==> src/inc/dcs_pkg.sv <==
// package: register indices, field positions, reset values for the line access control block
package dcs_pkg;
  // register indices; the byte address is four times the index
  localparam logic [5:0] IDX_HOOK      = 6'h05;
  localparam logic [5:0] IDX_CTRL2     = 6'h06;
  localparam logic [5:0] IDX_RSVD7     = 6'h07;
  localparam logic [5:0] IDX_RSVD8     = 6'h08;
  localparam logic [5:0] IDX_RATE      = 6'h09;
  localparam logic [5:0] IDX_RSVD10    = 6'h0A;
  localparam logic [5:0] IDX_REV       = 6'h0B;
  localparam logic [5:0] IDX_LSTAT     = 6'h0C;
  localparam logic [5:0] IDX_IRQ_STAT  = 6'h10;
  localparam logic [5:0] IDX_IRQ_CLR   = 6'h11;
  localparam logic [5:0] IDX_IRQ_EN    = 6'h12;

  // output-level and power-down register layout
  localparam int         TXL_HI_BIT    = 6;
  localparam int         TXL_LO_BIT    = 1;
  localparam int         RXL_HI_BIT    = 5;
  localparam int         RXL_LO_BIT    = 0;
  localparam int         PDL_BIT       = 4;
  localparam int         PDN_BIT       = 3;
  localparam logic [7:0] CTRL2_WMASK   = 8'h73;
  localparam logic [7:0] CTRL2_RESET   = 8'h70;

  // sample rate
  localparam logic [2:0] RATE_RESET    = 3'h0;
  localparam logic [2:0] RATE_RSVD     = 3'h7;

  // line status layout
  localparam int         CLE_BIT       = 7;
  localparam int         FDT_BIT       = 6;

  // loop-current decode exceptions
  localparam logic [4:0] SENSE_HI_EXC  = 5'h1E;
  localparam logic [3:0] LCS_HI_EXC    = 4'hE;
  localparam logic [4:0] SENSE_LO_EXC  = 5'h01;
  localparam logic [3:0] LCS_LO_EXC    = 4'h1;

  // interrupt bits
  localparam int         IRQ_W         = 3;
  localparam int         IRQ_LINK_ERR  = 0;
  localparam int         IRQ_LOCK_ON   = 1;
  localparam int         IRQ_LOCK_OFF  = 2;

  // ahb
  localparam logic [1:0] HTRANS_NONSEQ = 2'h2;
  localparam logic [1:0] HTRANS_SEQ    = 2'h3;
  localparam int         SYNC_STAGES   = 3;
endpackage : dcs_pkg

==> src/core/dcs_sync.sv <==
// three-stage input synchroniser with agreement filter
`timescale 1ns/1ns
module dcs_sync
  import dcs_pkg::*;
#(
  parameter int WIDTH = 1
) (
  input  wire logic             core_clk_i,
  input  wire logic             resetn_i,
  input  wire logic             ce_i,
  input  wire logic [WIDTH-1:0] async_i,
  output logic      [WIDTH-1:0] sync_o
);
  logic [WIDTH-1:0] s1_r;
  logic [WIDTH-1:0] s2_r;
  logic [WIDTH-1:0] s3_r;
  logic [WIDTH-1:0] out_r;
  logic [WIDTH-1:0] out_nxt;

  if (WIDTH < 1) begin : g_chk
    $error("dcs_sync: WIDTH must be at least 1");
  end

  // a bit changes only once stages two and three agree
  always_comb begin
    for (int i = 0; i < WIDTH; i++) begin
      out_nxt[i] = (s2_r[i] == s3_r[i]) ? s3_r[i] : out_r[i];
    end
  end

  always_ff @(posedge core_clk_i or negedge resetn_i) begin
    if (!resetn_i) begin
      s1_r  <= '0;
      s2_r  <= '0;
      s3_r  <= '0;
      out_r <= '0;
    end else if (ce_i) begin
      s1_r  <= async_i;
      s2_r  <= s1_r;
      s3_r  <= s2_r;
      out_r <= out_nxt;
    end
  end

  assign sync_o = out_r;
endmodule : dcs_sync

==> src/core/dcs_regs.sv <==
// control and status register bank of the system-side line access module
//
// Contract
// - tx level field bits 6,1: 00 -26dB, 01 -20dB, 10 mute, 11 -32dB.
// - rx level field bits 5,0: 00 -6dB, 01 0dB, 10 mute, 11 -12dB.
// - line chip power-down bit 4 drives low power; clock setup precedes clearing.
// - system power-down bit 3 stays set until reset; clearing has no effect.
// - output-level and power-down register resets to 0111_0000.
// - three-bit sample rate code selects 7200 to 10286 Hz; 111 reserved.
// - revision register shows read-only four-bit value in bits 3:0.
// - link error flag bit 7 sets on link failure, clears on written zero.
// - frame lock flag bit 6 reads one while link frame lock holds.
// - off-hook loop current is sense 4:1, except 11110->1110, 00001->0001.
// - on-hook loop current is sense bits 4:1 without exception.
// - hook control bit selects decoding: 1 off-hook, 0 on-hook.
`timescale 1ns/1ns
module dcs_regs
  import dcs_pkg::*;
#(
  parameter logic [3:0] SYS_REVISION = 4'h1  // arbitrary value
) (
  input  wire logic        core_clk_i,
  input  wire logic        resetn_i,
  input  wire logic        ce_i,
  // ahb-lite slave
  input  wire logic        hsel_i,
  input  wire logic [31:0] haddr_i,
  input  wire logic [1:0]  htrans_i,
  input  wire logic        hwrite_i,
  input  wire logic [2:0]  hsize_i,
  input  wire logic [31:0] hwdata_i,
  input  wire logic        hready_i,
  output logic             hreadyout_o,
  output logic             hresp_o,
  output logic [31:0]      hrdata_o,
  // line side status inputs, asynchronous
  input  wire logic [4:0]  line_sense_value_i,
  input  wire logic        frame_lock_i,
  input  wire logic        link_error_i,
  // controls
  output logic [1:0]       tx_monitor_level_o,
  output logic [1:0]       rx_monitor_level_o,
  output logic             line_chip_powerdown_o,
  output logic             system_powerdown_o,
  output logic [2:0]       sample_rate_code_o,
  output logic             hook_control_o,
  output logic             irq_o
);
  logic [4:0]       sense_s;
  logic             lock_s;
  logic             lerr_s;
  logic [7:0]       ctrl2_r;
  logic [7:0]       ctrl2_nxt;
  logic [2:0]       rate_r;
  logic [2:0]       rate_nxt;
  logic             hook_r;
  logic             hook_nxt;
  logic             cle_r;
  logic             cle_nxt;
  logic             lock_d_r;
  logic             lerr_d_r;
  logic [IRQ_W-1:0] irq_stat_r;
  logic [IRQ_W-1:0] irq_stat_nxt;
  logic [IRQ_W-1:0] irq_en_r;
  logic [IRQ_W-1:0] irq_en_nxt;
  logic             wr_pend_r;
  logic             wr_pend_nxt;
  logic [5:0]       wr_idx_r;
  logic [5:0]       wr_idx_nxt;
  logic [31:0]      hrdata_r;
  logic [31:0]      hrdata_nxt;
  logic [3:0]       lcs;
  logic [7:0]       rd_byte;
  logic [7:0]       wbyte;
  logic             accept;
  logic [IRQ_W-1:0] ev;
  logic [IRQ_W-1:0] clr;

  dcs_sync #(.WIDTH(7)) u_sync (
    .core_clk_i (core_clk_i),
    .resetn_i   (resetn_i),
    .ce_i       (ce_i),
    .async_i    ({link_error_i, frame_lock_i, line_sense_value_i}),
    .sync_o     ({lerr_s, lock_s, sense_s})
  );

  // loop current decode
  always_comb begin
    lcs = sense_s[4:1];
    if (hook_r) begin
      if (sense_s == SENSE_HI_EXC) begin
        lcs = LCS_HI_EXC;
      end else if (sense_s == SENSE_LO_EXC) begin
        lcs = LCS_LO_EXC;
      end
    end
  end

  // read mux
  always_comb begin
    rd_byte = 8'h00;
    if (haddr_i[7:2] == IDX_HOOK) begin
      rd_byte = {7'h00, hook_r};
    end else if (haddr_i[7:2] == IDX_CTRL2) begin
      rd_byte = ctrl2_r;
    end else if (haddr_i[7:2] == IDX_RATE) begin
      rd_byte = {5'h00, rate_r};
    end else if (haddr_i[7:2] == IDX_REV) begin
      rd_byte = {4'h0, SYS_REVISION};
    end else if (haddr_i[7:2] == IDX_LSTAT) begin
      rd_byte = {cle_r, lock_s, 2'h0, lcs};
    end else if (haddr_i[7:2] == IDX_IRQ_STAT) begin
      rd_byte = {5'h00, irq_stat_r};
    end else if (haddr_i[7:2] == IDX_IRQ_EN) begin
      rd_byte = {5'h00, irq_en_r};
    end
  end

  // bus phase tracking
  always_comb begin
    accept      = hsel_i && hready_i && (htrans_i == HTRANS_NONSEQ || htrans_i == HTRANS_SEQ);
    wr_pend_nxt = accept && hwrite_i;
    wr_idx_nxt  = accept ? haddr_i[7:2] : wr_idx_r;
    hrdata_nxt  = (accept && !hwrite_i) ? {24'h000000, rd_byte} : hrdata_r;
  end

  // register updates
  always_comb begin
    wbyte     = hwdata_i[7:0];
    ctrl2_nxt = ctrl2_r;
    rate_nxt  = rate_r;
    hook_nxt  = hook_r;
    cle_nxt   = cle_r;
    irq_en_nxt = irq_en_r;
    clr       = '0;
    ev        = '0;
    if (wr_pend_r) begin
      if (wr_idx_r == IDX_HOOK) begin
        hook_nxt = wbyte[0];
      end else if (wr_idx_r == IDX_CTRL2) begin
        ctrl2_nxt = wbyte & CTRL2_WMASK;
        ctrl2_nxt[PDN_BIT] = ctrl2_r[PDN_BIT] | wbyte[PDN_BIT];
      end else if (wr_idx_r == IDX_RATE) begin
        if (wbyte[2:0] != RATE_RSVD) begin
          rate_nxt = wbyte[2:0];
        end
      end else if (wr_idx_r == IDX_LSTAT) begin
        if (!wbyte[CLE_BIT]) begin
          cle_nxt = 1'b0;
        end
      end else if (wr_idx_r == IDX_IRQ_CLR) begin
        clr = wbyte[IRQ_W-1:0];
      end else if (wr_idx_r == IDX_IRQ_EN) begin
        irq_en_nxt = wbyte[IRQ_W-1:0];
      end
    end
    ev[IRQ_LINK_ERR] = lerr_s && !lerr_d_r;
    ev[IRQ_LOCK_ON]  = lock_s && !lock_d_r;
    ev[IRQ_LOCK_OFF] = !lock_s && lock_d_r;
    if (lerr_s) begin
      cle_nxt = 1'b1;
    end
    irq_stat_nxt = (irq_stat_r & ~clr) | ev;
  end

  always_ff @(posedge core_clk_i or negedge resetn_i) begin
    if (!resetn_i) begin
      ctrl2_r    <= CTRL2_RESET;
      rate_r     <= RATE_RESET;
      hook_r     <= 1'b0;
      cle_r      <= 1'b0;
      lock_d_r   <= 1'b0;
      lerr_d_r   <= 1'b0;
      irq_stat_r <= '0;
      irq_en_r   <= '0;
      wr_pend_r  <= 1'b0;
      wr_idx_r   <= 6'h00;
      hrdata_r   <= 32'h00000000;
    end else if (ce_i) begin
      ctrl2_r    <= ctrl2_nxt;
      rate_r     <= rate_nxt;
      hook_r     <= hook_nxt;
      cle_r      <= cle_nxt;
      lock_d_r   <= lock_s;
      lerr_d_r   <= lerr_s;
      irq_stat_r <= irq_stat_nxt;
      irq_en_r   <= irq_en_nxt;
      wr_pend_r  <= wr_pend_nxt;
      wr_idx_r   <= wr_idx_nxt;
      hrdata_r   <= hrdata_nxt;
    end
  end

  assign hreadyout_o           = 1'b1;
  assign hresp_o               = 1'b0;
  assign hrdata_o              = hrdata_r;
  assign tx_monitor_level_o    = {ctrl2_r[TXL_HI_BIT], ctrl2_r[TXL_LO_BIT]};
  assign rx_monitor_level_o    = {ctrl2_r[RXL_HI_BIT], ctrl2_r[RXL_LO_BIT]};
  assign line_chip_powerdown_o = ctrl2_r[PDL_BIT];
  assign system_powerdown_o    = ctrl2_r[PDN_BIT];
  assign sample_rate_code_o    = rate_r;
  assign hook_control_o        = hook_r;
  assign irq_o                 = |(irq_stat_r & irq_en_r);
endmodule : dcs_regs

==> config.mk <==
export PLATFORM = sky130hd
export DESIGN_NAME = dcs_regs
export DESIGN_NICKNAME = d
export VERILOG_FILES = /design/src/inc/dcs_pkg.sv /design/src/core/dcs_sync.sv /design/src/core/dcs_regs.sv
export SDC_FILE = /design/constraint.sdc
export NUM_CORES = 1
export LEC_CHECK = 0
export BUFFER_PORTS_ARGS = -buffer_cell sky130_fd_sc_hd__buf_2
export CAP_MARGIN = 20
export CORE_ASPECT_RATIO = 1.25
export CORE_MARGIN = 5
export CORE_UTILIZATION = 44
export CTS_CLUSTER_SIZE = 25
export DETAILED_ROUTE_END_ITERATION = 10
export GPL_TIMING_DRIVEN = 0
export PLACE_DENSITY_LB_ADDON = 0.25
export SYNTH_ARGS = -nofsm -noshare
export SYNTH_HDL_FRONTEND = slang
export SYNTH_HIERARCHICAL = 1
export SYNTH_SLANG_ARGS = --single-unit
export TNS_END_PERCENT = 30
==> constraint.sdc <==
create_clock -name core_clk_i -period 2.2 [get_ports core_clk_i]
set_clock_uncertainty 0.15 [all_clocks]
set_input_delay 0.11 -clock core_clk_i [delete_from_list [all_inputs] [get_ports core_clk_i]]
set_output_delay 0.11 -clock core_clk_i [all_outputs]
set_load 0.1 [all_outputs]
======== Word-level counts from Yosys, hierarchy flattened ========
Index checks and enable logic that the tools add are counted.
operators by class
  $add $sub $neg .......................... 0
  multipliers ............................. 0
  divide/modulo/power cells ............... 0
  magnitude comparators ................... 0
  eq/ne operators ......................... 29
  shift operators ......................... 0
  multiplexer cells ....................... 23
  bitwise gates (word level) .............. 10
  reductions and logical operators ........ 29
operators by type and width
  kind                  number
  $mux W8               5
  $eq A6 B4 Y1 const B  5
  $eq A6 B3 Y1 const B  4
  $eq A6 B5 Y1 const B  4
  $mux W3               8
  $reduce_and A2 Y1     9
  $mux W4               3
  $ne A2 B1 Y1 const B  4
  $reduce_and A8 Y1     1
  $eq A1 B1 Y1          7
  $logic_and A1 B1 Y1   7
  $mux W1               7
  $reduce_and A7 Y1     1
  $and A3 B3 Y3         2
  $reduce_and A6 Y1     1
  $eq A5 B1 Y1 const B  1
  $eq A5 B5 Y1 const B  1
  $not A1 Y1            5
  $eq A2 B2 Y1 const B  2
  $logic_not A1 Y1      4
  $reduce_and A4 Y1     1
  $reduce_bool A2 Y1    2
  $ne A3 B3 Y1 const B  1
  $not A3 Y3            1
  other kinds (5)       5
word-level totals
  register bits after elaboration ......... 62
  latch bits .............................. 0
  bits in writable memories ............... 0
  ROM bits ................................ 0
  input bits .............................. 82
  memories ................................ 0

======== Depth between registers and ports, before layout ========
  depth after elaboration ................. 10
  depth in mapped cells ................... 5
  depth with buffers taken out ............ 4

======== By module ========
Netlist, hierarchy kept.
by module, submodules not included
  module    instances  cells an instance  area each (µm²)  sequential area each (µm²)
  dcs_regs  1          177                1960.6           854.6
  dcs_sync  1          78                 1142.3           700.7

======== Least setup slack after synthesis ========
No wires, ideal clock.
  kind .................................... register to register
  start ................................... register hook_r, in the netlist hook_control_o
  end ..................................... register hrdata_r[0], in the netlist hrdata_o[0]
  setup time .............................. 0.094 ns
  arrival time ............................ 1.817 ns
  required time ........................... 1.956 ns
  setup slack ............................. 0.139 ns
  stages on the path, launching flop included .. 5
  period minus slack after synthesis ...... 2.061 ns
  path through ............................ dfrtp_1 -> nor4bb_1 -> o2111ai_1 -> o211a_1 -> a211oi_1
between the ends
  word-level cells in the longest chain between the ends .. 6
RTL lines
  what                      RTL line         RTL
  start: declaration        dcs_regs.sv:56   logic hook_r;
  start signal: assignment  dcs_regs.sv:182  hook_r <= hook_nxt;
  $mux W4                   dcs_regs.sv:90   if (hook_r) begin
  $mux W8                   dcs_regs.sv:110  end else if (haddr_i[7:2] == IDX_LSTAT) begin
  $mux W8                   dcs_regs.sv:108  end else if (haddr_i[7:2] == IDX_REV) begin
  $mux W8                   dcs_regs.sv:106  end else if (haddr_i[7:2] == IDX_RATE) begin
  $mux W8                   dcs_regs.sv:104  end else if (haddr_i[7:2] == IDX_CTRL2) begin
  $mux W8 *                 dcs_regs.sv:102  if (haddr_i[7:2] == IDX_HOOK) begin
  end signal: assignment    dcs_regs.sv:190  hrdata_r <= hrdata_nxt;
  end: declaration          dcs_regs.sv:70   logic [31:0] hrdata_r;
Every way passes the cells marked *; elsewhere a longest branch is shown, timed or not.
A chain may end at the register's enable or synchronous reset.

======== Worst setup path after layout ========
  start ................................... register irq_stat_r[2]
  end ..................................... output port irq_o
between the ends
  word-level cells in the longest chain between the ends .. 2
RTL lines
  what                      RTL line         RTL
  start: declaration        dcs_regs.sv:62   logic [IRQ_W-1:0] irq_stat_r;
  start signal: assignment  dcs_regs.sv:186  irq_stat_r <= irq_stat_nxt;
  $and A3 B3 Y3             dcs_regs.sv:203  assign irq_o = |(irq_stat_r & irq_en_r);
  $reduce_or A3 Y1          dcs_regs.sv:203
  end: declaration          dcs_regs.sv:47   output logic irq_o
No other way between the ends.

==> impl_metrics.tcl <==
set metrics [dict create \
    power.density_nw_per_um2 879 \
    fillers 614 \
    dp_slack_ps 556 \
    wl_um 6510 \
    stdcell_count 450 \
    synth_edf_count 0 \
    cp.required_ps 1940 \
    die_width_um 85.1 \
    rows 34 \
    endpoint_kind "primary output" \
    grt_pass1_vias 2229 \
    slowest_stage "dfrtp_1" \
    portBuffers 41 \
    post_drt_wl_per_cell_um 14.5 \
    overflow 0 \
    max_stage_delay_ps 400 \
    cts-resized-gates 0 \
    r2r_end "ctrl2_r[1]" \
    critical_path.cell_chain "a222oi_1, inv_1, buf_2" \
    track_usage_pct 15.6 \
    drt_iter0_drc 145 \
    fin_crit_sh_pct 79.3 \
    insertion_delay_ps 340 \
    maxSlewViolCount 0 \
    gp_congestion 0.855 \
    intPower_mw 2.31 \
    layout-drive-gt1-share_pct 40.8 \
    hold_viol_final 0 \
    core_um2 6930 \
    peakVddDrop_mv 0.535 \
    ys_seq_elements 62 \
    crit_fanout 3 \
    arrival_ps 1480 \
    final_util_pct 57.5 \
    grt_pass1_wl_um 10900 \
    setup_viol 0 \
    grt_max_degree 42 \
    die_h_um 104 \
    r2r-start "wr_idx_r[5]" \
    cts.sinks 62 \
    p_sw_share_pct 34.2 \
    worstSetupEndpoint "irq_o" \
    power_frac_comb_pct 25.5 \
    clk_path_buf_depth 2 \
    fin_ws_ps 456 \
    ys_seq_area_share_pct 50.1 \
    numCtsBuffers 9 \
    power_mw 3.51 \
    yosysWarnings 6 \
    hp-class "in2reg" \
    status "finished, final reports clean" \
    r2r_slack_ps 550 \
    fmax_ghz 0.573 \
    syn_area_um2 3100 \
    worstMarginPinSlew_ps 518 \
    drv_cap 0 \
    syn_avg_cell_area_um2 12.2 \
    cts_root_buf "clkbuf_8" \
    synth-main-ff-cell "dfrtp_1" \
    final_antenna_net_count 0 \
    power_frac_clock_pct 32.2 \
    drc_errors 0 \
    holdWs_ps 36.1 \
    cts_hold_buf 23 \
    vias 2191 \
    synthToLayoutAreaGrowth_pct 28.5 \
    final_net_count 437 \
    viasPerCell 4.87 \
    post_cts_buffers 0 \
    die-area_um2 8840 \
    rsz0062_at_grt "false" \
    async_reset_ff_share_pct 100 \
    dpl.cell_count 411 \
    p_seq_share_pct 42.3 \
    final_area_um2 3990 \
    first_pass_iters 4 \
    critPathLaunch "irq_stat_r[2]" \
    start_kind "flop" \
    antenna_found_initial 0 \
    p_leak_nw 1.93 \
    ios 127 \
    cts_htree_levels 3 \
    hpwl_um 4770 \
    cts_tree "yes" \
    ff2ff_path_depth 4 \
    place_area_um2 3530 \
    min_period_ps 1740 \
    slew_headroom_pct 65.4 \
    initial_core_util_pct 44.7 \
    netlist_instances 255 \
    switchingPower_mw 1.20 \
    tns_ps 0 \
    insertedDiodeCount 0 \
    yosys.cell_types.count 54 \
    path_class "reg2out" \
    cts.clk_slew.worst_paths_ps 70 \
]
## state kept, by name, summed over array words and instances (netlist names)
name	count
sample_rate_code_o	3
lock_d_r	1
u_sync/s3_r	7
hook_control_o	1
u_sync/s1_r	7
wr_pend_r	1
hrdata_o	8
lerr_d_r	1
irq_en_r	3
u_sync/s2_r	7
u_sync/sync_o	7
wr_idx_r	6
cle_r	1
irq_stat_r	3
ctrl2_r	6
## how the worst min path moves through the flow
stage,endpoint,cells after the start,startpoint,slack (ps)
6_report,wr_idx_r[3],2,haddr_i[5],40
5_1_grt,wr_idx_r[3],2,haddr_i[5],50
4_1_cts,wr_idx_r[3],2,haddr_i[5],30
3_5_place_dp,wr_idx_r[1],1,resetn_i,-40
3_3_place_gp,u_sync/s1_r[5],2,frame_lock_i,190
2_1_floorplan,cle_r,0,resetn_i,-340
## per-layer routing
metal / share of wire, % / track usage (%)
met5: 0 / 0
met4: 1.5 / 5.77
met3: 7.3 / 5.63
met2: 50 / 24.8
met1: 41 / 19.2
## power groups by stage
stage | sequential [mW] | clock (mW) | combinational (mW)
floorplan | 1.64 | 0 | 0.537
global placement | 1.49 | 0 | 0.848
detailed placement | 1.50 | 0 | 0.866
CTS | 1.48 | 1.16 | 0.899
global route | 1.50 | 1.21 | 0.954
finish | 1.48 | 1.13 | 0.895
## critical path, delay by kind of cell (launching register included)
kind            cells  cell delay (ps)
buf+inv             2              370
flops               1              400
compound gates      1              380
## cell type report
class                   instances  area [um2]  area share, %
flip-flops and latches         62        1560           39.0
multi-input cells             173        1330           33.4
repair buffers                 65         455           11.4
plain buffers                  35         274           6.87
clock buffers                  12         155           3.89
well taps                      90         113           2.82
clock inverters                 4        70.1           1.76
inverters                       9        33.8          0.847
## layout by cell type (no fill, tap or decap), types with 3 or more instances in the layout
cell            n
dlygate4sd3_1  23
a21o_1          6
o21ai_0         5
or2b_1          4
o2bb2ai_1       4
dfstp_2         3
nor2_1         10
nand2_1        14
buf_2          44
conb_1         26
buf_4          28
buf_6           3
inv_1           9
clkbuf_8       11
a22o_1          8
mux2_2         40
dfrtp_1        59
nand3_1         4
nand2b_1        5
## cell usage after synthesis (all sizes together) (2+ instances only)
library cell  instances  share of area [%]
a222oi                2               0.65
mux2                 40                 15
inv                   9                1.1
buf                  35                8.8
nand3                 4               0.65
nor4                  4                1.2
a21o                  6                1.5
o2bb2ai               4                1.1
nor4bb                2               0.65
nor3                  2               0.32
nand2b                6                1.5
and3                  2               0.40
dfstp                 3                2.5
dfrtp                59                 48
nand3b                2               0.89
a32oi                 2               0.56
a22o                  8                2.3
nand4b                2               0.56
a221oi                2               0.56
nor2                 11                1.4
nand2                15                1.9
a21oi                 2               0.32
or2b                  4               0.97
conb                  2               0.24
nor4b                 3                1.5
o21ai                 5               0.81
nor2b                 2               0.40
## logic make-up (layout without fill, tap and decap cells)
family | count (synthesis) | count (layout) | share of synthesized area, %
XOR/XNOR | 1 | 1 | 0.282
flip-flops | 62 | 62 | 50.1
multiplexers | 40 | 40 | 14.5
AND/OR/NAND/NOR | 64 | 64 | 14.2
other | 2 | 26 | 0.242
buffers and inverters | 44 | 125 | 9.92
AO/OA/AOI/OAI | 42 | 42 | 10.7
No activity file was read; power rests on OpenSTA's default activity.
